### config.mk
export PLATFORM = sky130hd
export DESIGN_NAME = compat_decode
export DESIGN_NICKNAME = d
export VERILOG_FILES = /design/src/rtl/compat_pkg.sv /design/src/rtl/compat_decode.sv /design/src/rtl/op_classify.sv
export SDC_FILE = /design/constraint.sdc
export NUM_CORES = 1
export LEC_CHECK = 0
export ABC_CLOCK_PERIOD_IN_PS = 4300
export BUFFER_PORTS_ARGS = -buffer_cell sky130_fd_sc_hd__buf_2
export CAP_MARGIN = 25
export CELL_PAD_IN_SITES_DETAIL_PLACEMENT = 1
export CELL_PAD_IN_SITES_GLOBAL_PLACEMENT = 2
export CORE_MARGIN = 2
export CORE_UTILIZATION = 36
export CTS_BUF_LIST = sky130_fd_sc_hd__clkbuf_4 sky130_fd_sc_hd__clkbuf_8 sky130_fd_sc_hd__clkbuf_16
export CTS_CLUSTER_DIAMETER = 60
export CTS_CLUSTER_SIZE = 28
export DETAILED_ROUTE_END_ITERATION = 8
export GPL_ROUTABILITY_DRIVEN = 1
export PLACE_DENSITY = 0.92
export SETUP_SLACK_MARGIN = 0.02
export SLEW_MARGIN = 5
export SYNTH_ARGS = -nofsm -noshare
export SYNTH_HDL_FRONTEND = slang
export SYNTH_SLANG_ARGS = --single-unit
### constraint.sdc
create_clock -name clk_sys -period 4.3 [get_ports clk_sys]
set_input_delay 0.215 -clock clk_sys [delete_from_list [all_inputs] [get_ports clk_sys]]
set_output_delay 0.215 -clock clk_sys [all_outputs]
set_load 0.02 [all_outputs]
### src/rtl/compat_pkg.sv
package compat_pkg;

  localparam int unsigned DATA_W = 32;
  localparam int unsigned ADDR_W = 8;

  // register offsets, byte addresses of aligned words
  localparam logic [7:0] ADDR_CTRL = 8'h00;
  localparam logic [7:0] ADDR_STATUS = 8'h04;
  localparam logic [7:0] ADDR_MASK = 8'h08;
  localparam logic [7:0] ADDR_SP = 8'h0c;
  localparam logic [7:0] ADDR_FLAGS = 8'h10;
  localparam logic [7:0] ADDR_FAULTS = 8'h14;

  localparam int unsigned CTRL_RUN_BIT = 0;
  localparam logic [31:0] CTRL_RESET = 32'h0000_0001;
  localparam logic [31:0] CTRL_MASK = 32'h0000_0001;

  // sticky event bits in status and mask
  localparam int unsigned EV_FAULT_BIT = 0;
  localparam int unsigned EV_QUERY_BIT = 1;
  localparam logic [31:0] EV_MASK = 32'h0000_0003;

  // status flags register layout
  localparam int unsigned FLAG_ALIGN_BIT = 18;
  localparam int unsigned FLAG_VINT_BIT = 19;
  localparam int unsigned FLAG_VPEND_BIT = 20;
  localparam int unsigned FLAG_QUERY_BIT = 21;
  localparam logic [31:0] FLAGS_BASE_MASK = 32'h0003_ffff;
  localparam logic [31:0] FLAGS_RESET = 32'h0000_0000;

  // identification result layout
  localparam int unsigned FEAT_FPU_BIT = 0;
  localparam int unsigned FEAT_CYCLE_BIT = 4;
  localparam int unsigned FEAT_MODEL_REG_BIT = 5;
  localparam int unsigned FEAT_CMPX_QUAD_BIT = 8;
  localparam int unsigned FEAT_CMOV_BIT = 15;
  localparam int unsigned FAMILY_LSB = 8;
  localparam logic [3:0] FAMILY_PERF = 4'h6;

  localparam logic [31:0] SP_STEP = 32'h0000_0004;
  localparam logic [31:0] SP_RESET = 32'h0000_0000;

  // instruction group codes on the issue port
  localparam logic [7:0] OP_NONE = 8'h00;
  localparam logic [7:0] OP_QUERY = 8'h01;
  localparam logic [7:0] OP_PUSH_SP = 8'h02;
  localparam logic [7:0] OP_LOAD_FLAGS = 8'h03;
  localparam logic [7:0] OP_SAVE_FLAGS = 8'h04;
  localparam logic [7:0] OP_CMPX_QUAD = 8'h05;
  localparam logic [7:0] OP_RD_CYCLE = 8'h06;
  localparam logic [7:0] OP_RD_MODEL = 8'h07;
  localparam logic [7:0] OP_WR_MODEL = 8'h08;
  localparam logic [7:0] OP_FP_CMOV = 8'h09;
  localparam logic [7:0] OP_FP_CMP_FLAGS = 8'h0a;
  localparam logic [7:0] OP_RD_PERF = 8'h0b;
  localparam logic [7:0] OP_DELIB_UNDEF = 8'h0c;
  localparam logic [7:0] OP_TEST_REG_TO = 8'h0d;
  localparam logic [7:0] OP_TEST_REG_FROM = 8'h0e;

  typedef struct packed {
    logic [7:0] op;
    logic [31:0] operand;
  } issue_type;

  typedef struct packed {
    logic fault;
    logic [31:0] acc;
    logic [31:0] data;
  } retire_type;

  // bits of the status flags register that a load may change
  function automatic logic [31:0] flags_write_mask(input logic vme, input logic ac, input logic qry);
    logic [31:0] m;
    m = FLAGS_BASE_MASK;
    m[FLAG_ALIGN_BIT] = ac;
    m[FLAG_VINT_BIT] = vme;
    m[FLAG_VPEND_BIT] = vme;
    m[FLAG_QUERY_BIT] = qry;
    return m;
  endfunction : flags_write_mask

endpackage : compat_pkg

### src/rtl/compat_decode.sv
// The strobed register port and the register addresses were chosen for this implementation.
module compat_decode #(
  parameter bit HAS_VME = 1'b1,
  parameter bit HAS_ALIGN = 1'b1,
  parameter bit HAS_QUERY = 1'b1,
  parameter bit HAS_CMPX_QUAD = 1'b1,
  parameter bit HAS_CYCLE = 1'b1,
  parameter bit HAS_MODEL_REG = 1'b1,
  parameter bit HAS_FP_CMOV = 1'b1,
  parameter logic [3:0] FAMILY = 4'h6
) (
  input wire logic clk_sys,
  input wire logic rst_b,
  input wire logic issue_valid,
  input compat_pkg::issue_type issue,
  input wire logic [7:0] reg_addr,
  input wire logic [31:0] reg_wdata,
  input wire logic reg_wr,
  input wire logic reg_rd,
  output logic [31:0] reg_rdata_q,
  output logic retire_valid_q,
  output compat_pkg::retire_type retire_q,
  output logic store_valid_q,
  output logic [31:0] store_addr_q,
  output logic [31:0] store_data_q,
  output logic irq_q
);
  import compat_pkg::*;

  localparam logic [31:0] FLAGS_WMASK = flags_write_mask(HAS_VME, HAS_ALIGN, HAS_QUERY);

  logic [31:0] ctrl_q;
  logic [31:0] status_q;
  logic [31:0] status_d;
  logic [31:0] mask_q;
  logic [31:0] mask_d;
  logic [31:0] sp_q;
  logic [31:0] flags_q;
  logic [31:0] faults_q;
  logic [31:0] cycle_q;
  logic [31:0] feature_word;
  logic [31:0] family_word;
  logic executes;
  logic take;
  logic do_exec;
  logic do_fault;

  op_classify #(
    .HAS_QUERY(HAS_QUERY),
    .HAS_CMPX_QUAD(HAS_CMPX_QUAD),
    .HAS_CYCLE(HAS_CYCLE),
    .HAS_MODEL_REG(HAS_MODEL_REG),
    .HAS_FP_CMOV(HAS_FP_CMOV),
    .FAMILY(FAMILY)
  ) u_classify (
    .op(issue.op),
    .executes(executes)
  );

  // issue is ignored while software holds the run bit low
  assign take = issue_valid && ctrl_q[CTRL_RUN_BIT];
  assign do_exec = take && executes;
  assign do_fault = take && !executes;

  always_comb begin
    feature_word = 32'h0000_0000;
    // float pair on bits 0 and 15
    feature_word[FEAT_FPU_BIT] = HAS_FP_CMOV;
    feature_word[FEAT_CMOV_BIT] = HAS_FP_CMOV;
    feature_word[FEAT_CYCLE_BIT] = HAS_CYCLE;
    feature_word[FEAT_MODEL_REG_BIT] = HAS_MODEL_REG;
    feature_word[FEAT_CMPX_QUAD_BIT] = HAS_CMPX_QUAD;
    family_word = 32'h0000_0000;
    family_word[FAMILY_LSB +: 4] = FAMILY;
  end

  // retire port: one pulse per accepted instruction
  always_ff @(posedge clk_sys) begin
    if (!rst_b) begin
      retire_valid_q <= 1'b0;
      retire_q <= '0;
    end else begin
      retire_valid_q <= take;
      retire_q <= '0;
      if (do_fault) begin
        retire_q.fault <= 1'b1;
      end else if (do_exec && issue.op == OP_QUERY) begin
        retire_q.acc <= family_word;
        retire_q.data <= feature_word;
      end else if (do_exec && issue.op == OP_SAVE_FLAGS) begin
        retire_q.data <= flags_q;
      end else if (do_exec && issue.op == OP_RD_CYCLE) begin
        retire_q.data <= cycle_q;
      end
    end
  end

  // stack pointer and store port
  always_ff @(posedge clk_sys) begin
    if (!rst_b) begin
      sp_q <= SP_RESET;
      store_valid_q <= 1'b0;
      store_addr_q <= 32'h0000_0000;
      store_data_q <= 32'h0000_0000;
    end else begin
      store_valid_q <= 1'b0;
      if (do_exec && issue.op == OP_PUSH_SP) begin
        store_valid_q <= 1'b1;
        store_addr_q <= sp_q - SP_STEP;
        store_data_q <= sp_q;
        sp_q <= sp_q - SP_STEP;
      end
      // software load of the pointer overrides a push in the same cycle
      if (reg_wr && reg_addr == ADDR_SP) begin
        sp_q <= reg_wdata;
      end
    end
  end

  // status flags register
  always_ff @(posedge clk_sys) begin
    if (!rst_b) begin
      flags_q <= FLAGS_RESET;
    end else if (do_exec && issue.op == OP_LOAD_FLAGS) begin
      // virtual bits masked off without extensions
      flags_q <= (flags_q & ~FLAGS_WMASK) | (issue.operand & FLAGS_WMASK);
    end else if (reg_wr && reg_addr == ADDR_FLAGS) begin
      flags_q <= (flags_q & ~FLAGS_WMASK) | (reg_wdata & FLAGS_WMASK);
    end
  end

  always_ff @(posedge clk_sys) begin
    if (!rst_b) begin
      cycle_q <= 32'h0000_0000;
      faults_q <= 32'h0000_0000;
    end else begin
      cycle_q <= cycle_q + 32'h0000_0001;
      if (do_fault) begin
        faults_q <= faults_q + 32'h0000_0001;
      end
    end
  end

  // sticky events: a set in the clearing cycle survives
  always_comb begin
    status_d = status_q;
    mask_d = mask_q;
    if (reg_wr && reg_addr == ADDR_STATUS) begin
      status_d = status_q & ~reg_wdata;
    end
    if (reg_wr && reg_addr == ADDR_MASK) begin
      mask_d = reg_wdata & EV_MASK;
    end
    if (do_fault) begin
      status_d[EV_FAULT_BIT] = 1'b1;
    end
    if (do_exec && issue.op == OP_QUERY) begin
      status_d[EV_QUERY_BIT] = 1'b1;
    end
  end

  always_ff @(posedge clk_sys) begin
    if (!rst_b) begin
      status_q <= 32'h0000_0000;
      mask_q <= 32'h0000_0000;
      irq_q <= 1'b0;
    end else begin
      status_q <= status_d;
      mask_q <= mask_d;
      irq_q <= |(status_d & mask_d);
    end
  end

  always_ff @(posedge clk_sys) begin
    if (!rst_b) begin
      ctrl_q <= CTRL_RESET;
    end else if (reg_wr && reg_addr == ADDR_CTRL) begin
      ctrl_q <= reg_wdata & CTRL_MASK;
    end
  end

  // read data in the cycle after the strobe, zero otherwise
  always_ff @(posedge clk_sys) begin
    if (!rst_b) begin
      reg_rdata_q <= 32'h0000_0000;
    end else if (!reg_rd) begin
      reg_rdata_q <= 32'h0000_0000;
    end else if (reg_addr == ADDR_CTRL) begin
      reg_rdata_q <= ctrl_q;
    end else if (reg_addr == ADDR_STATUS) begin
      reg_rdata_q <= status_q;
    end else if (reg_addr == ADDR_MASK) begin
      reg_rdata_q <= mask_q;
    end else if (reg_addr == ADDR_SP) begin
      reg_rdata_q <= sp_q;
    end else if (reg_addr == ADDR_FLAGS) begin
      reg_rdata_q <= flags_q;
    end else if (reg_addr == ADDR_FAULTS) begin
      reg_rdata_q <= faults_q;
    end else begin
      reg_rdata_q <= 32'h0000_0000;
    end
  end

  AST_RESERVED_FAULT: assert property (@(posedge clk_sys) disable iff (!rst_b)
    (issue_valid && ctrl_q[CTRL_RUN_BIT] && issue.op > OP_TEST_REG_FROM)
    |=> (retire_valid_q && retire_q.fault && !store_valid_q && $stable(flags_q)))
    else $error("reserved code did not fault cleanly");

  AST_TEST_REG_FAULT: assert property (@(posedge clk_sys) disable iff (!rst_b)
    (take && (issue.op == OP_TEST_REG_TO || issue.op == OP_TEST_REG_FROM))
    |=> (retire_q.fault && retire_q.data == 32'h0000_0000 && status_q[EV_FAULT_BIT]))
    else $error("test register move executed");

  AST_TEST_REG_QUIET: assert property (@(posedge clk_sys) disable iff (!rst_b)
    (take && !reg_wr && (issue.op == OP_TEST_REG_TO || issue.op == OP_TEST_REG_FROM))
    |=> (!store_valid_q && $stable(sp_q) && $stable(flags_q)))
    else $error("test register move changed state");

  AST_QUERY_WRITABLE: assert property (@(posedge clk_sys) disable iff (!rst_b)
    (do_exec && issue.op == OP_LOAD_FLAGS)
    |=> flags_q[FLAG_QUERY_BIT] == (HAS_QUERY && $past(issue.operand[FLAG_QUERY_BIT])))
    else $error("query permit flag not writable as expected");

  AST_VINT_POS: assert property (@(posedge clk_sys) disable iff (!rst_b)
    (do_exec && issue.op == OP_LOAD_FLAGS)
    |=> flags_q[FLAG_VINT_BIT] == (HAS_VME && $past(issue.operand[FLAG_VINT_BIT])))
    else $error("virtual interrupt flag not at bit 19");

  AST_VPEND_POS: assert property (@(posedge clk_sys) disable iff (!rst_b)
    (do_exec && issue.op == OP_LOAD_FLAGS)
    |=> flags_q[FLAG_VPEND_BIT] == (HAS_VME && $past(issue.operand[FLAG_VPEND_BIT])))
    else $error("virtual pending flag not at bit 20");

  AST_NO_VME_ZERO: assert property (@(posedge clk_sys) disable iff (!rst_b)
    (!HAS_VME && reg_rd && reg_addr == ADDR_FLAGS) |=> reg_rdata_q[FLAG_VPEND_BIT:FLAG_VINT_BIT] == 2'b00)
    else $error("virtual flags readable without extensions");

  AST_NO_VME_HELD: assert property (@(posedge clk_sys) disable iff (!rst_b)
    !HAS_VME |-> flags_q[FLAG_VPEND_BIT:FLAG_VINT_BIT] == 2'b00)
    else $error("virtual flags set without extensions");

  AST_NO_ALIGN_HELD: assert property (@(posedge clk_sys) disable iff (!rst_b)
    !HAS_ALIGN |-> !flags_q[FLAG_ALIGN_BIT])
    else $error("alignment flag set while not implemented");

  AST_ALIGN_BIT: assert property (@(posedge clk_sys) disable iff (!rst_b)
    (reg_wr && reg_addr == ADDR_FLAGS && !(do_exec && issue.op == OP_LOAD_FLAGS))
    |=> flags_q[FLAG_ALIGN_BIT] == (HAS_ALIGN && $past(reg_wdata[FLAG_ALIGN_BIT])))
    else $error("alignment check flag wrong");

  AST_PUSH_SP: assert property (@(posedge clk_sys) disable iff (!rst_b)
    (do_exec && issue.op == OP_PUSH_SP)
    |=> (store_valid_q && store_data_q == $past(sp_q) && store_addr_q == $past(sp_q) - SP_STEP))
    else $error("push of stack pointer stored wrong value");

  AST_FEATURE_WORD: assert property (@(posedge clk_sys) disable iff (!rst_b)
    (do_exec && issue.op == OP_QUERY)
    |=> (retire_q.data[FEAT_CMPX_QUAD_BIT] == HAS_CMPX_QUAD && retire_q.data[FEAT_CYCLE_BIT] == HAS_CYCLE
      && retire_q.data[FEAT_MODEL_REG_BIT] == HAS_MODEL_REG && retire_q.data[FEAT_FPU_BIT] == HAS_FP_CMOV
      && retire_q.data[FEAT_CMOV_BIT] == HAS_FP_CMOV))
    else $error("feature word mismatch");

  AST_FAMILY_PERF: assert property (@(posedge clk_sys) disable iff (!rst_b)
    (take && issue.op == OP_RD_PERF) |=> retire_q.fault == (FAMILY != FAMILY_PERF))
    else $error("perf read presence disagrees with family");

  AST_DELIB_UNDEF: assert property (@(posedge clk_sys) disable iff (!rst_b)
    (take && issue.op == OP_DELIB_UNDEF) |=> (retire_valid_q && retire_q.fault && !store_valid_q))
    else $error("deliberate undefined code did not fault");

  AST_UNIMPL_FAULT: assert property (@(posedge clk_sys) disable iff (!rst_b)
    (take && ((issue.op == OP_CMPX_QUAD && !HAS_CMPX_QUAD) || (issue.op == OP_RD_CYCLE && !HAS_CYCLE)
      || ((issue.op == OP_RD_MODEL || issue.op == OP_WR_MODEL) && !HAS_MODEL_REG)
      || ((issue.op == OP_FP_CMOV || issue.op == OP_FP_CMP_FLAGS) && !HAS_FP_CMOV)))
    |=> (retire_q.fault && retire_q.data == 32'h0000_0000 && !store_valid_q && status_q[EV_FAULT_BIT]))
    else $error("unimplemented group did not fault");

endmodule : compat_decode

### src/rtl/op_classify.sv
module op_classify #(
  parameter bit HAS_QUERY = 1'b1,
  parameter bit HAS_CMPX_QUAD = 1'b1,
  parameter bit HAS_CYCLE = 1'b1,
  parameter bit HAS_MODEL_REG = 1'b1,
  parameter bit HAS_FP_CMOV = 1'b1,
  parameter logic [3:0] FAMILY = 4'h6
) (
  input wire logic [7:0] op,
  output logic executes
);
  import compat_pkg::*;

  always_comb begin
    executes = 1'b0;
    if (op == OP_NONE || op == OP_PUSH_SP || op == OP_LOAD_FLAGS || op == OP_SAVE_FLAGS) begin
      executes = 1'b1;
    end else if (op == OP_QUERY) begin
      executes = HAS_QUERY;
    end else if (op == OP_CMPX_QUAD) begin
      executes = HAS_CMPX_QUAD;
    end else if (op == OP_RD_CYCLE) begin
      executes = HAS_CYCLE;
    end else if (op == OP_RD_MODEL || op == OP_WR_MODEL) begin
      executes = HAS_MODEL_REG;
    end else if (op == OP_FP_CMOV || op == OP_FP_CMP_FLAGS) begin
      executes = HAS_FP_CMOV;
    end else if (op == OP_RD_PERF) begin
      executes = (FAMILY == FAMILY_PERF);
    end else if (op == OP_TEST_REG_TO || op == OP_TEST_REG_FROM) begin
      executes = 1'b0;
    end else begin
      executes = 1'b0;
    end
  end

endmodule : op_classify

==> metrics.csv <==
metric,value,unit
run_status,finished clean,
finalSetupViolCount,0,
hpwl,32500,um
min-delay-start,reg_rd,
dieArea,38200,um2
gp_congestion,0.869,
pin_count,249,
timing.rr.start,sp_q[2],
cts_tree,done,
crit_chain,"inv_1, ha_1, or3b_4, nor4_4, nand3_1, or3_1, xor2_1, a211oi_2",
ys_ff_latch,314,
rrSetupSlack,1.36,ns
busiest_layer,met2,
cp.buffers_inverters,1,
hold_path_class,input port to register,
finalSetupTns,0,ns
h-tree-depth,1,
numCtsBuffers,29,
grt.overflow.total,0,
cts_setup_buffers,0,
crit_fanout,10,
worstPathArrival,3.41,ns
crit_type,register to register,
remaining_drc_errors,0,
die_w,195,um
min_delay_path_depth,3,
grt_max_degree,62,
slew_headroom,0.378,
cts.repair.resized,0,
nets,1759,
drv_cap,0,
ys_async_sr_fraction,0,
drtAntennaViolNets,0,
cts_root_buf,clkbuf_16,
cts_hold_buf,37,
syn_to_final_growth,20.3,%
clk_pin_slew,0.07,ns
met3_usage,0.0340,
drive_gt1_frac,0.187,
start_kind,register,
slowest_delay,0.72,ns
cp_data_required_time,4.77,ns
met2_usage,0.398,
synthCells,1494,
port_buffers,208,
viasPerCell,5.56,
cts_max_path_buffers,3,
clk_latency,0.57,ns
cts.sinks,314,
min_to,reg_rdata_q[0],
cp_top_family,simple AND/OR/NAND/NOR gates,
synth_edf_count,0,
fin_crit,2.94,ns
dr.pass1.iters,5,
initial_utilization,0.363,
ys_seq_area_frac,0.476,
worst_setup_path_end_kind,register,
worst_pin_slew,0.927,ns
powerDensity,378,nW/um2
report.final.slew_viol_count,0,
grt_pass1_vias,12100,
leakage,6.43,nW
met1_usage,0.309,
fin_worst_skew,0.0338,ns
wirelength,45800,um
worstSetupPathDepth,8,
grt_usage,0.234,
rsz0062_at_grt,no,
core.rowCount,70,
reg2reg_to,store_addr_q[20],
antenna_found_initial,3,
rr_worst_depth,8,
yosysUniqueCellTypes,59,
worst_path_max_delay_cell,nor4_4,
fmax,340,MHz
avgSynthCellArea,8.84,um2
die_y,195,um
grt_first_pass_wirelength,70700,um
syn_area,13200,um2
fin_hold_ws,0.0166,ns
avgRoutedWirePerCell,21.2,um
vias,12000,
drt_iter0_markers,915,
core_area,36300,um2
hold_viol_final,0,
fin_crit_sh,0.684,
yosysWarnings,0,
vdd_drop_max,0.000381,V
yosys_most_used_dff,dfxtp_1,
## layout make-up
cell class	count	area [um2]
antenna	1	2.50
clock buffer	32	761
clock inverter	20	269
fill	4240	20500
inverter	8	32.5
multi-input combinational	1045	6280
sequential	314	6290
tap	468	586
timing repair buffer	273	1660
## sequential cells by signal (all words and copies together) (netlist names)
| register | count |
|---|---|
| retire_q | 34 |
| cycle_q | 32 |
| faults_q | 32 |
| mask_q | 32 |
| reg_rdata_q | 32 |
| sp_q | 32 |
| status_q | 32 |
| store_addr_q | 32 |
| store_data_q | 30 |
| flags_q | 22 |
| ctrl_q | 1 |
| irq_q | 1 |
| retire_valid_q | 1 |
| store_valid_q | 1 |
## routing by layer
| metal | routed length (um) | vias to the layer above |
|---|---|---|
| li1 | - | 5593 |
| met1 | 19700 | 5934 |
| met2 | 21800 | 404 |
| met3 | 2880 | 86 |
| met4 | 1400 | 4 |
| met5 | 25 | - |
## layout by cell type, fill, tap and decap left out, types with 9 or more instances in the layout
master         count
clkbuf_16         29
buf_4             24
a21oi_1          110
and3_1            56
buf_2            208
mux2i_1           23
o21ai_0           20
a41oi_1           16
nand4_1           26
nor2_1           174
xnor2_1           45
nor3_1            19
dfxtp_1          314
nand3_1           35
a22oi_1           63
dlygate4sd3_1     37
conb_1            30
a311oi_1           9
a211oi_1          64
a222oi_1          22
or3_1             17
and2_1            24
nand2_1          159
xor2_1            56
nor4_1            10
## how the worst max path moves through the flow
stage	from	to	slack, ns
3_5_place_dp	sp_q[2]	store_addr_q[20]	1.40
4_1_cts	sp_q[10]	sp_q[23]	1.34
6_report	sp_q[2]	store_addr_q[20]	1.36
5_1_grt	sp_q[10]	sp_q[23]	1.13
2_1_floorplan	sp_q[2]	store_addr_q[20]	1.85
3_3_place_gp	sp_q[2]	store_addr_q[20]	1.45
## cells in the mapped netlist (3+ instances only)
cell type	n	area, um2
mux2i_1	23	230
dfxtp_1	314	6290
buf_1	6	22.5
o21ai_0	20	100
buf_4	34	255
xnor2_1	45	394
a211oi_1	64	480
ha_1	3	37.5
nand2_1	160	601
nand3_1	36	180
o211ai_1	4	30.0
buf_2	7	35.0
xor2_1	56	490
a22oi_1	63	473
nor4_4	3	63.8
and3_1	56	350
and2_1	24	150
nor3_1	19	95.1
a311oi_1	9	78.8
a41oi_1	16	140
a21oi_1	110	551
nor3_2	4	40.0
nand4_1	26	163
a21boi_0	3	22.5
and4_1	7	61.3
inv_1	7	26.3
nor4_1	11	68.8
clkbuf_1	107	402
nor2_1	174	653
a31oi_1	5	31.3
or3_1	17	106
a222oi_1	22	220
## worst reg2reg max path, cell delays in order, from the launching register on
cell	delay [ns]
dfxtp_1	0.41
inv_1	0.10
ha_1	0.19
or3b_4	0.43
nor4_4	0.72
nand3_1	0.23
or3_1	0.38
xor2_1	0.16
a211oi_2	0.22
## power by group
part	internal (mW)	switching [mW]	total (mW)
logic	0.0880	0.185	0.273
clock network	1.55	1.24	2.79
registers	2.91	0.0116	2.93
total	4.56	1.44	5.99
## per-stage QoR
| stage | utilization | cell area, um2 | worst slack [ns] | total power [mW] | std cells |
|---|---|---|---|---|---|
| after floorplan | - | 13300 | 1.85 | 3.14 | 1523 |
| after global placement | 0.397 | 14400 | 1.45 | 3.23 | 2069 |
| after detailed placement | 0.398 | 14500 | 1.40 | 3.24 | 2070 |
| after CTS | 0.436 | 15900 | 1.34 | 6.05 | 2159 |
| after global routing | 0.437 | 15900 | 1.13 | 6.18 | 2161 |
| final | 0.437 | 15900 | 1.36 | 5.99 | 2161 |
## cell families after synthesis
group                      synth area share
AOI/OAI and AO/OA                     0.167
xor gates and xnor gates             0.0670
adders and majority gates           0.00284
buffers and inverters                0.0581
DFF                                   0.476
muxes                                0.0174
other                              0.000284
and+or+nand+nor                       0.211
Power figures use the tool's default switching activity.
